**src/ddsq_defs.svh**
```systemverilog
// Purpose: Timing and field constants for the display DRAM sequencer
// Assumes: clk_sys is the memory clock, 8 ns period
// Notes: Fractional limits are given in half periods and rounded up
`ifndef DDSQ_DEFS_SVH
`define DDSQ_DEFS_SVH

// ----------------------------------------------------------------
// Clock
// ----------------------------------------------------------------
`define DDSQ_CLK_NS 8

// ----------------------------------------------------------------
// Access timing, in half memory-clock periods
// ----------------------------------------------------------------
`define DDSQ_T_RCD_HALF 5
`define DDSQ_T_RAH_HALF 2
`define DDSQ_T_CAH_HALF 2
`define DDSQ_T_RP_HALF 6
`define DDSQ_T_CP_HALF 1
`define DDSQ_T_CAS_HALF 3
`define DDSQ_T_RSH_HALF 8
`define DDSQ_T_WCS_HALF 1
`define DDSQ_T_RAS_MAX_US 32

// Half periods to whole cycles, rounded up, zero only for zero
`define DDSQ_CYC(h) (((h) + 1) / 2)
`define DDSQ_RP_CYC `DDSQ_CYC(`DDSQ_T_RP_HALF)
`define DDSQ_CAS_CYC `DDSQ_CYC(`DDSQ_T_CAS_HALF)
`define DDSQ_CP_CYC `DDSQ_CYC(`DDSQ_T_CP_HALF)
`define DDSQ_RAS_MAX_CYC ((`DDSQ_T_RAS_MAX_US * 1000) / `DDSQ_CLK_NS)
`define DDSQ_PAGE_MARGIN 16

// ----------------------------------------------------------------
// Refresh timing, in half sequencer-clock periods
// ----------------------------------------------------------------
`define DDSQ_T_CSR_HALF 2
`define DDSQ_T_RRAS_HALF 8
`define DDSQ_T_RRP_HALF 6
`define DDSQ_T_CHR_HALF 3
`define DDSQ_T_CPN_HALF 4
`define DDSQ_T_RPC_HALF 2
`define DDSQ_REF_PULSES_LO 3
`define DDSQ_REF_PULSES_HI 4

// ----------------------------------------------------------------
// Command word layout
// ----------------------------------------------------------------
`define DDSQ_ADDR_W 9
`define DDSQ_DATA_W 16
`define DDSQ_CMD_W 35
`define DDSQ_CMD_WR_BIT 34
`define DDSQ_CMD_ROW_LSB 25
`define DDSQ_CMD_COL_LSB 16
`define DDSQ_CMD_DAT_LSB 0
`define DDSQ_FIFO_DEPTH 4

`endif

```
**src/ddsq_pkg.sv**
```systemverilog
// Purpose: Types for the display DRAM sequencer
// Assumes: ddsq_defs.svh supplies the numbers
// Notes: None
`include "ddsq_defs.svh"

package ddsq_pkg;

  typedef enum logic [3:0] {
    ST_IDLE,
    ST_RCD,
    ST_COL_SET,
    ST_CAS_LO,
    ST_CAS_HI,
    ST_END,
    ST_REF_PRE,
    ST_REF_CAS,
    ST_REF_LO,
    ST_REF_HI,
    ST_REF_END
  } ddsq_state_e;

  typedef logic [`DDSQ_ADDR_W-1:0] ddsq_addr_t;
  typedef logic [`DDSQ_DATA_W-1:0] ddsq_data_t;

endpackage : ddsq_pkg

```
**src/ddsq_sequencer.sv**
```systemverilog
// Purpose: Row/column strobe sequencer for the display-memory DRAM port
// Assumes: clk_sys is the memory clock; sequencer clock is SEQ_DIV clk_sys cycles
// Notes: Commands pass a 4-word FIFO; same-row same-kind commands burst in page mode
`timescale 1ns/1ns
`include "ddsq_defs.svh"

// Contract
// RL1: Row strobe to column strobe at least 2.5
// RL2: Row address held 1.0 after row fall
// RL3: Column address held 1.0 after column fall
// RL4: Row precharge high at least 3.0
// RL5: Column strobe high 0.5 between accesses
// RL6: Row low at least 4.0, page max 32us
// RL7: Column low at least 1.5, max 32us
// RL8: Column high 0.5 before row falls
// RL9: Column rise at least 4.0 after row fall
// RL10: Memory returns read data within stated delays
// RL11: Write strobe high 0.5 after column rise
// RL12: Write strobe high 1.0 after row rise
// RL13: Row low 1.5 after output enable falls
// RL14: Write low 0.5 around column fall
// RL15: Write strobe low pulse at least 1.0
// RL16: Write data held 1.0 after column fall
// RL17: Column rise 1.0 after write strobe falls
// RL18: Refresh column low 1.0 before row falls
// RL19: Refresh row low 4.0, high 3.0, period 7.0
// RL20: Refresh column low 1.5 after row falls
// RL21: Refresh burst is three or four row pulses
// RL22: Refresh column high 2.0, row-to-column 1.0
// RL23: One operation at a time, idle high after reset
// RL24: Minimum intervals rounded up in half periods
module ddsq_sequencer #(
  parameter logic [7:0] SEQ_DIV = 8'h01,
  parameter int RAS_MAX_CYC = `DDSQ_RAS_MAX_CYC
) (
  input wire logic clk_sys,
  input wire logic rst,
  input wire logic [`DDSQ_ADDR_W-1:0] cmd_row,
  input wire logic [`DDSQ_ADDR_W-1:0] cmd_col,
  input wire logic [`DDSQ_DATA_W-1:0] cmd_wdata,
  input wire logic cmd_write,
  input wire logic cmd_valid,
  output logic cmd_ready,
  output ddsq_pkg::ddsq_data_t rd_data,
  output logic rd_valid,
  input wire logic ref_req,
  input wire logic ref_four,
  output logic ref_ack,
  output logic busy,
  output logic row_strobe_n,
  output logic column_strobe_n,
  output logic write_strobe_n,
  output logic output_enable_n,
  output ddsq_pkg::ddsq_addr_t mem_addr,
  output ddsq_pkg::ddsq_data_t mem_data_o,
  output logic mem_data_oe,
  input wire logic [`DDSQ_DATA_W-1:0] mem_data_i
);
  import ddsq_pkg::*;

  // ----------------------------------------------------------------
  // Derived counts
  // ----------------------------------------------------------------
  localparam logic [11:0] RAS_LIMIT = 12'(RAS_MAX_CYC - `DDSQ_PAGE_MARGIN);
  localparam int SD = int'(SEQ_DIV);
  localparam logic [7:0] RP_W = 8'(`DDSQ_RP_CYC - 1); // RL24
  localparam logic [7:0] RCD_W = 8'(`DDSQ_CYC(`DDSQ_T_RCD_HALF) - 2);
  localparam logic [7:0] CAS_W = 8'(`DDSQ_CAS_CYC - 1);
  localparam logic [7:0] CP_W = 8'(`DDSQ_CP_CYC - 1);
  localparam logic [7:0] RCPN_W = 8'(`DDSQ_CYC(`DDSQ_T_CPN_HALF) * SD - 1);
  localparam logic [7:0] RCSR_W = 8'(`DDSQ_CYC(`DDSQ_T_CSR_HALF) * SD - 1);
  localparam logic [7:0] RRAS_W = 8'(`DDSQ_CYC(`DDSQ_T_RRAS_HALF) * SD - 1);
  localparam logic [7:0] RRP_W = 8'(`DDSQ_CYC(`DDSQ_T_RRP_HALF) * SD - 1);

  typedef struct packed {
    ddsq_state_e state;
    logic [7:0] wait_cnt;
    logic [11:0] ras_cnt;
    logic [2:0] ref_left;
    logic is_wr;
    ddsq_addr_t row;
    ddsq_addr_t ma;
    ddsq_data_t md_o;
    logic md_oe;
    logic ras_n;
    logic cas_n;
    logic we_n;
    logic oe_n;
    logic ack;
    logic bsy;
    ddsq_data_t md_s1;
    ddsq_data_t md_s2;
    logic [1:0] cap;
    ddsq_data_t rdat;
    logic rvld;
  } ddsq_seq_s;

  ddsq_seq_s s_ff;
  ddsq_seq_s nxt_s;
  logic [`DDSQ_CMD_W-1:0] fifo_in;
  logic [`DDSQ_CMD_W-1:0] head;
  logic head_vld;
  logic pop;
  logic h_wr;
  ddsq_addr_t h_row;
  ddsq_addr_t h_col;
  ddsq_data_t h_dat;
  logic page_ok;

  // ----------------------------------------------------------------
  // Command FIFO
  // ----------------------------------------------------------------
  assign fifo_in = {cmd_write, cmd_row, cmd_col, cmd_wdata};

  ddsq_fifo #(
    .WIDTH(`DDSQ_CMD_W),
    .DEPTH(`DDSQ_FIFO_DEPTH)
  ) u_fifo (
    .clk_sys(clk_sys),
    .rst(rst),
    .in_data(fifo_in),
    .in_valid(cmd_valid),
    .in_ready(cmd_ready),
    .out_data(head),
    .out_valid(head_vld),
    .out_ready(pop)
  );

  assign h_wr = head[`DDSQ_CMD_WR_BIT];
  assign h_row = head[`DDSQ_CMD_ROW_LSB +: `DDSQ_ADDR_W];
  assign h_col = head[`DDSQ_CMD_COL_LSB +: `DDSQ_ADDR_W];
  assign h_dat = head[`DDSQ_CMD_DAT_LSB +: `DDSQ_DATA_W];

  // ----------------------------------------------------------------
  // Outputs
  // ----------------------------------------------------------------
  assign row_strobe_n = s_ff.ras_n;
  assign column_strobe_n = s_ff.cas_n;
  assign write_strobe_n = s_ff.we_n;
  assign output_enable_n = s_ff.oe_n;
  assign mem_addr = s_ff.ma;
  assign mem_data_o = s_ff.md_o;
  assign mem_data_oe = s_ff.md_oe;
  assign rd_data = s_ff.rdat;
  assign rd_valid = s_ff.rvld;
  assign ref_ack = s_ff.ack;
  assign busy = s_ff.bsy;

  // ----------------------------------------------------------------
  // Sequencer
  // ----------------------------------------------------------------
  always_comb begin
    nxt_s = s_ff;
    pop = 1'b0;
    nxt_s.ack = 1'b0;
    nxt_s.rvld = 1'b0;
    nxt_s.md_s1 = mem_data_i;
    nxt_s.md_s2 = s_ff.md_s1;
    nxt_s.cap = {s_ff.cap[0], 1'b0};
    if (s_ff.cap[1]) begin
      nxt_s.rdat = s_ff.md_s2;
      nxt_s.rvld = 1'b1;
    end
    if (s_ff.wait_cnt != 8'h00) begin
      nxt_s.wait_cnt = s_ff.wait_cnt - 8'h01;
    end
    if (!s_ff.ras_n && s_ff.ras_cnt != 12'hFFF) begin
      nxt_s.ras_cnt = s_ff.ras_cnt + 12'h001;
    end
    page_ok = head_vld && (h_row == s_ff.row) && (h_wr == s_ff.is_wr) &&
              (s_ff.ras_cnt < RAS_LIMIT);
    nxt_s.bsy = (s_ff.state != ST_IDLE);
    unique case (s_ff.state)
      ST_IDLE: begin
        if (ref_req) begin
          nxt_s.state = ST_REF_PRE; // RL23
          nxt_s.ack = 1'b1;
          nxt_s.bsy = 1'b1;
          nxt_s.ref_left = ref_four ? 3'(`DDSQ_REF_PULSES_HI)
                                    : 3'(`DDSQ_REF_PULSES_LO); // RL21
          nxt_s.wait_cnt = RCPN_W; // RL22
        end else if (head_vld) begin
          nxt_s.state = ST_RCD; // RL8
          nxt_s.bsy = 1'b1;
          nxt_s.ras_n = 1'b0;
          nxt_s.ras_cnt = 12'h000;
          nxt_s.row = h_row;
          nxt_s.is_wr = h_wr;
          nxt_s.ma = h_row;
          nxt_s.wait_cnt = RCD_W;
        end
      end
      ST_RCD: begin
        if (s_ff.wait_cnt == 8'h00) begin
          nxt_s.state = ST_COL_SET; // RL2
          nxt_s.ma = h_col;
          nxt_s.md_o = h_dat;
          nxt_s.md_oe = s_ff.is_wr;
          nxt_s.we_n = !s_ff.is_wr; // RL14
          nxt_s.oe_n = s_ff.is_wr; // RL13
        end
      end
      ST_COL_SET, ST_CAS_HI: begin
        if (s_ff.wait_cnt == 8'h00) begin
          nxt_s.state = ST_CAS_LO; // RL1
          nxt_s.cas_n = 1'b0;
          pop = 1'b1;
          nxt_s.wait_cnt = CAS_W; // RL7 RL17
        end
      end
      ST_CAS_LO: begin
        // Column, data and write strobe stay put for the whole low pulse
        if (s_ff.wait_cnt == 8'h00) begin
          nxt_s.cas_n = 1'b1; // RL9
          nxt_s.we_n = 1'b1; // RL15
          nxt_s.md_oe = 1'b0; // RL16
          if (!s_ff.is_wr) begin
            nxt_s.cap = 2'b01;
          end
          if (page_ok) begin
            nxt_s.state = ST_CAS_HI; // RL5
            nxt_s.ma = h_col; // RL3
            nxt_s.md_o = h_dat;
            nxt_s.md_oe = s_ff.is_wr;
            nxt_s.we_n = !s_ff.is_wr; // RL11
            nxt_s.wait_cnt = CP_W;
          end else begin
            nxt_s.state = ST_END; // RL6
            nxt_s.ras_n = 1'b1;
            nxt_s.oe_n = 1'b1;
            nxt_s.wait_cnt = RP_W; // RL4
          end
        end
      end
      ST_END: begin
        if (s_ff.wait_cnt == 8'h00) begin
          nxt_s.state = ST_IDLE; // RL12
          nxt_s.bsy = 1'b0;
        end
      end
      ST_REF_PRE: begin
        if (s_ff.wait_cnt == 8'h00) begin
          nxt_s.state = ST_REF_CAS;
          nxt_s.cas_n = 1'b0;
          nxt_s.wait_cnt = RCSR_W; // RL18
        end
      end
      ST_REF_CAS, ST_REF_HI: begin
        if (s_ff.wait_cnt == 8'h00) begin
          nxt_s.state = ST_REF_LO;
          nxt_s.ras_n = 1'b0;
          nxt_s.wait_cnt = RRAS_W; // RL19
        end
      end
      ST_REF_LO: begin
        // Column strobe stays low across the whole burst
        if (s_ff.wait_cnt == 8'h00) begin
          nxt_s.ras_n = 1'b1; // RL20
          nxt_s.ref_left = s_ff.ref_left - 3'h1;
          nxt_s.wait_cnt = RRP_W; // RL19
          if (s_ff.ref_left == 3'h1) begin
            nxt_s.state = ST_REF_END; // RL21
            nxt_s.cas_n = 1'b1;
          end else begin
            nxt_s.state = ST_REF_HI;
          end
        end
      end
      ST_REF_END: begin
        if (s_ff.wait_cnt == 8'h00) begin
          nxt_s.state = ST_IDLE; // RL22
          nxt_s.bsy = 1'b0;
        end
      end
    endcase
  end

  always_ff @(posedge clk_sys) begin
    if (rst) begin
      s_ff <= '0;
      s_ff.state <= ST_IDLE; // RL23
      s_ff.ras_n <= 1'b1;
      s_ff.cas_n <= 1'b1;
      s_ff.we_n <= 1'b1;
      s_ff.oe_n <= 1'b1;
    end else begin
      s_ff <= nxt_s;
    end
  end

  // Derived counts round half periods up (RL24 is met by DDSQ_CYC)
endmodule : ddsq_sequencer

```
**src/ddsq_fifo.sv**
```systemverilog
// Purpose: Command FIFO in front of the DRAM sequencer
// Assumes: Single clock, synchronous active-high reset
// Notes: Ready and valid are registered
`timescale 1ns/1ns

module ddsq_fifo #(
  parameter int WIDTH = 35,
  parameter int DEPTH = 4
) (
  input wire logic clk_sys,
  input wire logic rst,
  input wire logic [WIDTH-1:0] in_data,
  input wire logic in_valid,
  output logic in_ready,
  output logic [WIDTH-1:0] out_data,
  output logic out_valid,
  input wire logic out_ready
);
  localparam int PW = (DEPTH > 1) ? $clog2(DEPTH) : 1;
  localparam int CW = $clog2(DEPTH + 1);

  typedef struct packed {
    logic [DEPTH-1:0][WIDTH-1:0] mem;
    logic [PW-1:0] wptr;
    logic [PW-1:0] rptr;
    logic [CW-1:0] cnt;
    logic in_rdy;
    logic out_vld;
  } ddsq_fifo_s;

  ddsq_fifo_s s_ff;
  ddsq_fifo_s nxt_s;
  logic push;
  logic pop;

  assign in_ready = s_ff.in_rdy;
  assign out_valid = s_ff.out_vld;
  assign out_data = s_ff.mem[s_ff.rptr];

  // ----------------------------------------------------------------
  // Pointer and count update
  // ----------------------------------------------------------------
  always_comb begin
    nxt_s = s_ff;
    push = in_valid && s_ff.in_rdy;
    pop = out_ready && s_ff.out_vld;
    if (push) begin
      nxt_s.mem[s_ff.wptr] = in_data;
      nxt_s.wptr = (s_ff.wptr == PW'(DEPTH - 1)) ? '0 : s_ff.wptr + 1'b1;
    end
    if (pop) begin
      nxt_s.rptr = (s_ff.rptr == PW'(DEPTH - 1)) ? '0 : s_ff.rptr + 1'b1;
    end
    if (push && !pop) begin
      nxt_s.cnt = s_ff.cnt + 1'b1;
    end else if (pop && !push) begin
      nxt_s.cnt = s_ff.cnt - 1'b1;
    end
    nxt_s.in_rdy = (nxt_s.cnt != CW'(DEPTH));
    nxt_s.out_vld = (nxt_s.cnt != '0);
  end

  always_ff @(posedge clk_sys) begin
    if (rst) begin
      s_ff <= '0;
      s_ff.in_rdy <= 1'b1;
    end else begin
      s_ff <= nxt_s;
    end
  end

endmodule : ddsq_fifo

```
**config.mk**
```make
export PLATFORM = sky130hd
export DESIGN_NAME = ddsq_sequencer
export DESIGN_NICKNAME = d
export VERILOG_FILES = /design/src/ddsq_pkg.sv /design/src/ddsq_sequencer.sv /design/src/ddsq_fifo.sv
export VERILOG_INCLUDE_DIRS = /design/src
export SDC_FILE = /design/constraint.sdc
export NUM_CORES = 1
export LEC_CHECK = 0
export BUFFER_PORTS_ARGS = -buffer_cell sky130_fd_sc_hd__buf_2
export CAP_MARGIN = 25
export CORE_ASPECT_RATIO = 1.1
export CORE_MARGIN = 1.5
export CORE_UTILIZATION = 50
export DETAILED_ROUTE_END_ITERATION = 8
export HOLD_SLACK_MARGIN = 0.03
export PLACE_DENSITY = 0.69
export SYNTH_ARGS = -nofsm -noshare
export SYNTH_HDL_FRONTEND = slang
export SYNTH_SLANG_ARGS = --single-unit
export TNS_END_PERCENT = 50
```
**constraint.sdc**
```tcl
create_clock -name clk_sys -period 3.7 [get_ports clk_sys]
set_clock_uncertainty 0.1 [all_clocks]
set_input_delay 0.185 -clock clk_sys [delete_from_list [all_inputs] [get_ports clk_sys]]
set_output_delay 0.185 -clock clk_sys [all_outputs]
set_load 0.05 [all_outputs]
```
# Yosys cells after proc, flatten, opt, wreduce, memory -nomap -nowiden

Index checks and enable logic that the tools add are counted.

$lt $le $gt $ge: 4
Equal/unequal tests: 32
Mux-type cells: 59
Reduce and logical (&&, ||, !) cells: 38
Bitwise gates (word level): 4
$add $sub $neg: 7

Operators with widths:

| operator              | number |
|---|---|
| $bwmux 140            | 1 |
| $mux 12               | 9 |
| $bmux 35 s2           | 1 |
| $demux 35 s2          | 1 |
| $mux 35               | 2 |
| $mux 26               | 2 |
| $pmux 8 s6            | 1 |
| $pmux 17 s2           | 1 |
| $pmux 4 s8            | 1 |
| $mux 30               | 1 |
| $mux 9                | 3 |
| $pmux 9 s3            | 1 |
| $mux 24               | 1 |
| $ne 2x2->1 const B    | 11 |
| $eq 4x3->1 const B    | 4 |
| $mux 2                | 8 |
| $mux 3                | 5 |
| $mux 1                | 13 |
| $add 12x1->12 const B | 1 |
| $eq 4x4->1 const B    | 3 |
| $lt 12x12->1 const B  | 1 |
| $ne 12x12->1 const B  | 1 |
| $eq 9x9->1            | 1 |
| $logic_and 1x1->1     | 9 |
| other kinds (37)      | 62 |

Logic and storage cells: 174
Input port bits: 56
Bits in registers: 269

# Longest topological paths before layout

Depth after elaboration: 9
Depth in mapped cells: 9
Gate-level depth less buffers: 8

# Modules after synthesis

From an unflattened synthesis, not the netlist that was laid out.

Cell total of the unflattened synthesis: 1,386
Area, all modules: 12,116.6 sq um

By module, submodules not included:

| module         | instances | cells an instance | area an instance (sq um) |
|---|---|---|---|
| ddsq_fifo      | 1         | 714               | 6,143.4 |
| ddsq_sequencer | 1         | 672               | 5,973.2 |

# Worst setup path after synthesis

Ideal clock, no wire load.

Path type: flip-flop to flip-flop
Start: register u_fifo.s_ff[5] in the netlist's numbering
End: register s_ff, in the netlist mem_addr[0]
Period minus slack after synthesis: 2,698 ps
Slack: 1,002 ps
Stages on the path, launching flop included: 10
Arrival time: 2,511 ps
Cell sequence: dfxtp_1 > buf_6 > buf_2 > mux4_2 > xnor2_1 > nand4_1 > or4_1 > a21o_1 > buf_6 > a221oi_2

Word-level cells in the longest chain between the ends: 8

Ends and longest elaborated chain:

| what                              | RTL line              | source |
|---|---|---|
| start: declaration                | ddsq_fifo.sv:31       | `ddsq_fifo_s s_ff;` |
| start signal: assignment          | ddsq_fifo.sv:68       | `s_ff <= nxt_s;` |
| $bmux 35 s2 (*)                   | ddsq_fifo.sv:38       | `assign out_data = s_ff.mem[s_ff.rptr];` |
| $mux 35 (implied by the code) (*) | ddsq_fifo.sv:38       |  |
| $eq 9x9->1                        | ddsq_sequencer.sv:170 | `page_ok = head_vld && (h_row == s_ff.row) && (h_wr == s_ff.is_wr) &&` |
| $logic_and 1x1->1 (3 in a row)    | ddsq_sequencer.sv:170 |  |
| $ne 2x2->1 (no line)              | --                    |  |
| $reduce_and 6->1 (no line)        | --                    |  |
| end signal: assignment            | ddsq_sequencer.sv:287 | `s_ff <= nxt_s;` |
| end: declaration                  | ddsq_sequencer.sv:98  | `ddsq_seq_s s_ff;` |

Mark *: on every way between the ends. The rest lies on a longest branch, timed or not. The select of a mux whose other input is x is not followed.
A chain may end at the register's enable or synchronous reset.

# Worst setup path after layout

Start: register u_fifo.s_ff[6] in the netlist's numbering
End: register s_ff, in the netlist mem_addr[1]

The elaborated chain is that of the path after synthesis.

==> metrics <==
max incr delay on CP=0.70 ns; Layout Cells excl Fill=1680; Hold Startpoint=rst; Final setup violation count=0; Post-Synth XOR/XNOR Area=0.0222; crit-path leading delay family=simple AND/OR/NAND/NOR gates; Synth Area in Compound Gates=0.150; final hold violations=0; crit path max fanout=20; Core Area=22200 µm²; Num CTS Buffers=27; synth unique cells=55; largest net degree at the start of global routing=124; Avg Inst Size Synth=8.82 µm²; final critical-path share of the clock period=0.875; final setup margin=0.462 ns; Cell Rows=57; Required @ worst endpoint=4.05 ns; asr flop ratio synth=0; clock latency on the worst-skew pair=0.54 ns; NumNets Final=1433; Final GP Congestion=0.850; Syn Std Cell Area=11400 µm²; Die X-Extent=147 µm; Post-synth EDFFs=0; unrepaired setup endpoints after global routing=false; status=finished, final reports clean; Ports=106; slew margin rel.=0.326; Yosys Warn Count=0; post-CTS sizing=0; crit end category=flop; Pwr per Cell Area=611 nW/µm²; FF+latch count, synth=269; cell count after synthesis=1291; Starting Density=0.513; 1st-pass router iterations=6; Hold Slack=0.144 ns; Post CTS Setup Buffer Count=0; Sink Count=269; Worst Hold End=u_fifo.s_ff[35]; setup_tns=0 ns; WL final=27.0 mm; worst min-delay path class=input port to flop; Die ar.=23700 µm²; Synth Area in Simple Gates=0.188; worst setup path class=flop to flop; H-tree levels=1; Seq/Total Area, Yosys=0.473; first-pass GRT wire length=43.8 mm; R2R Setup Slk=0.46 ns; via count=9205; total global routing overflow=0; largest family of logic cells by synthesized area=simple AND/OR/NAND/NOR gates; CTS tree=done; Reg2Reg Capture Point=mem_addr[1]; post-DR wirelength/cell=16.1 µm; Routed Antenna Nets=0; total global-route track usage=0.225; DR vias/cell=5.48; Max Root-Sink Buffers=3; IO buf count=105; Post-Layout Inst Area=13200 µm²; Syn Nets=1360; area grow syn2layout=16.3%; vias in the first global route=8716; DP Wirelength=16.4 mm; min Tclk post-route=3.24 ns; DP Cell Count=1576; top_reg_cell synth=dfxtp_1; DP Area=11700 µm²; type of origin of the critical path=flop; Worst Max-Slew Pin Slew=1.01 ns; Max Slew Vio Count=0; WP buf/inv=0; Post-CTS Hold Fix Bufs=54; crit path DAT=3.59 ns; FF-to-FF path depth=6; WHS Path Cells=2; Initial DRC Count=690; max frequency=309 MHz; post-place setup slack=0.520 ns; DIE HEIGHT=161 µm; crit-path cells=mux4_2 > xnor2_1 > nand4_2 > or4_1 > a21o_1 > a221oi_2; maximum resistive drop on vdd=0.337 mV; Worst path slowest cell=dfxtp_2; mux contribution to synthesized area=0.0860; Synth Area in Adders=0.0152; max-cap violations=0; drt drc=0; leakage=4.86 nW; initial antenna violation count=1; share of layout cells above drive strength 1=0.163; worst flop-to-flop path startpoint=u_fifo.s_ff[6]; Fill cells=1933; clock-pin transition on the worst setup and hold timing paths=0.06 ns; Root Driver=clkbuf_16
per-stage QoR:
stage                     power [mW]   util
final                           8.09  0.597
after global routing            8.48  0.597
after CTS                       8.13  0.597
after detailed placement        5.22  0.529
after global placement          5.19  0.529
after floorplan                 4.80      -
state kept, by name, summed over array words and instances (netlist names), 9 cells and up:
| register | count |
|---|---|
| nxt_s | 16 |
| s_ff | 55 |
| mem_data_o | 16 |
| u_fifo.s_ff | 147 |
| mem_addr | 9 |
| rd_data | 16 |
how the worst max path moves through the flow:
stage                        start          end  slack (ns)  cells after the start
finish              u_fifo.s_ff[6]  mem_addr[1]        0.46                      6
global placement    u_fifo.s_ff[6]  mem_addr[4]        0.58                      6
floorplan           u_fifo.s_ff[5]  mem_addr[0]        1.00                      9
CTS                 u_fifo.s_ff[6]  mem_addr[1]        0.46                      6
global route        u_fifo.s_ff[6]  mem_addr[8]        0.31                      6
detailed placement  u_fifo.s_ff[6]  mem_addr[1]        0.52                      6
synth_stat cells, types with 4 or more instances:
library cell | count | area (µm²)
nand2b_1 | 9 | 56.3
buf_4 | 41 | 308
xor2_1 | 10 | 87.6
a21o_1 | 4 | 30.0
xnor2_1 | 17 | 149
nor2b_1 | 34 | 213
and2_1 | 4 | 25.0
o21ai_0 | 30 | 150
mux2i_1 | 19 | 190
buf_1 | 6 | 22.5
dfxtp_1 | 269 | 5390
a211oi_1 | 6 | 45.0
and3_1 | 12 | 75.1
mux4_2 | 35 | 788
a311oi_1 | 9 | 78.8
or3_1 | 9 | 56.3
a22o_1 | 18 | 158
nand3_1 | 27 | 135
inv_1 | 22 | 82.6
clkbuf_1 | 75 | 282
a221oi_2 | 9 | 135
a21oi_1 | 181 | 906
nor3_1 | 17 | 85.1
ha_1 | 13 | 163
nor2_1 | 56 | 210
nand2_1 | 309 | 1160
layer usage:
layer,wire [µm],vias to the layer above,GRT usage
met5,0,-,0
met4,523,0,0.0670
met3,1510,42,0.0288
met2,13100,248,0.391
met1,11900,4396,0.293
li1,-,4519,-
placed cells by master (no fill, tap or decap), drive strengths merged, types with 12 or more instances in the layout:
cell type    Yosys  final
o21ai           30     30
a21oi          181    181
xnor2           18     18
clkbuf          75     41
dfxtp          269    269
nor3            17     17
nor2b           34     34
and3            12     12
nand3           27     27
ha              13     13
mux2i           19     19
a22o            18     18
dlygate4sd3      0     54
mux4            35     35
nor2            56     56
inv             22     23
nand2          309    309
buf             53    118
final cells by class:
class | count | area [µm²] | share of cell area
Tap cell | 295 | 369 | 0.0279
Clock inverter | 8 | 130 | 0.00983
Multi-Input combinational cell | 872 | 5270 | 0.399
Antenna cell | 1 | 2.50 | 0.000189
Timing Repair Buffer | 172 | 1170 | 0.0884
Inverter | 22 | 82.6 | 0.00624
Sequential cell | 269 | 5390 | 0.407
Clock buffer | 41 | 818 | 0.0618
report_power, final:
group / internal (mW) / total (mW) / leakage (nW) / switching (mW)
Combinational: 0.713 / 1.95 / 2.20 / 1.24
Sequential: 3.11 / 3.27 / 2.19 / 0.165
Clock: 1.74 / 2.87 / 0.471 / 1.13
worst reg2reg max path, cell delays in order (launching register included):
cell and delay (ns):
dfxtp_2 0.70, mux4_2 0.63, xnor2_1 0.22, nand4_2 0.22, or4_1 0.58, a21o_1 0.37
a221oi_2 0.33
cell families after synthesis:
logic type	Yosys count
simple gates	494
buf+inv	150
compound gates	282
fa+ha+maj	14
mux	54
flops	269
xor+xnor	28
(Power assumes the default switching activity.)
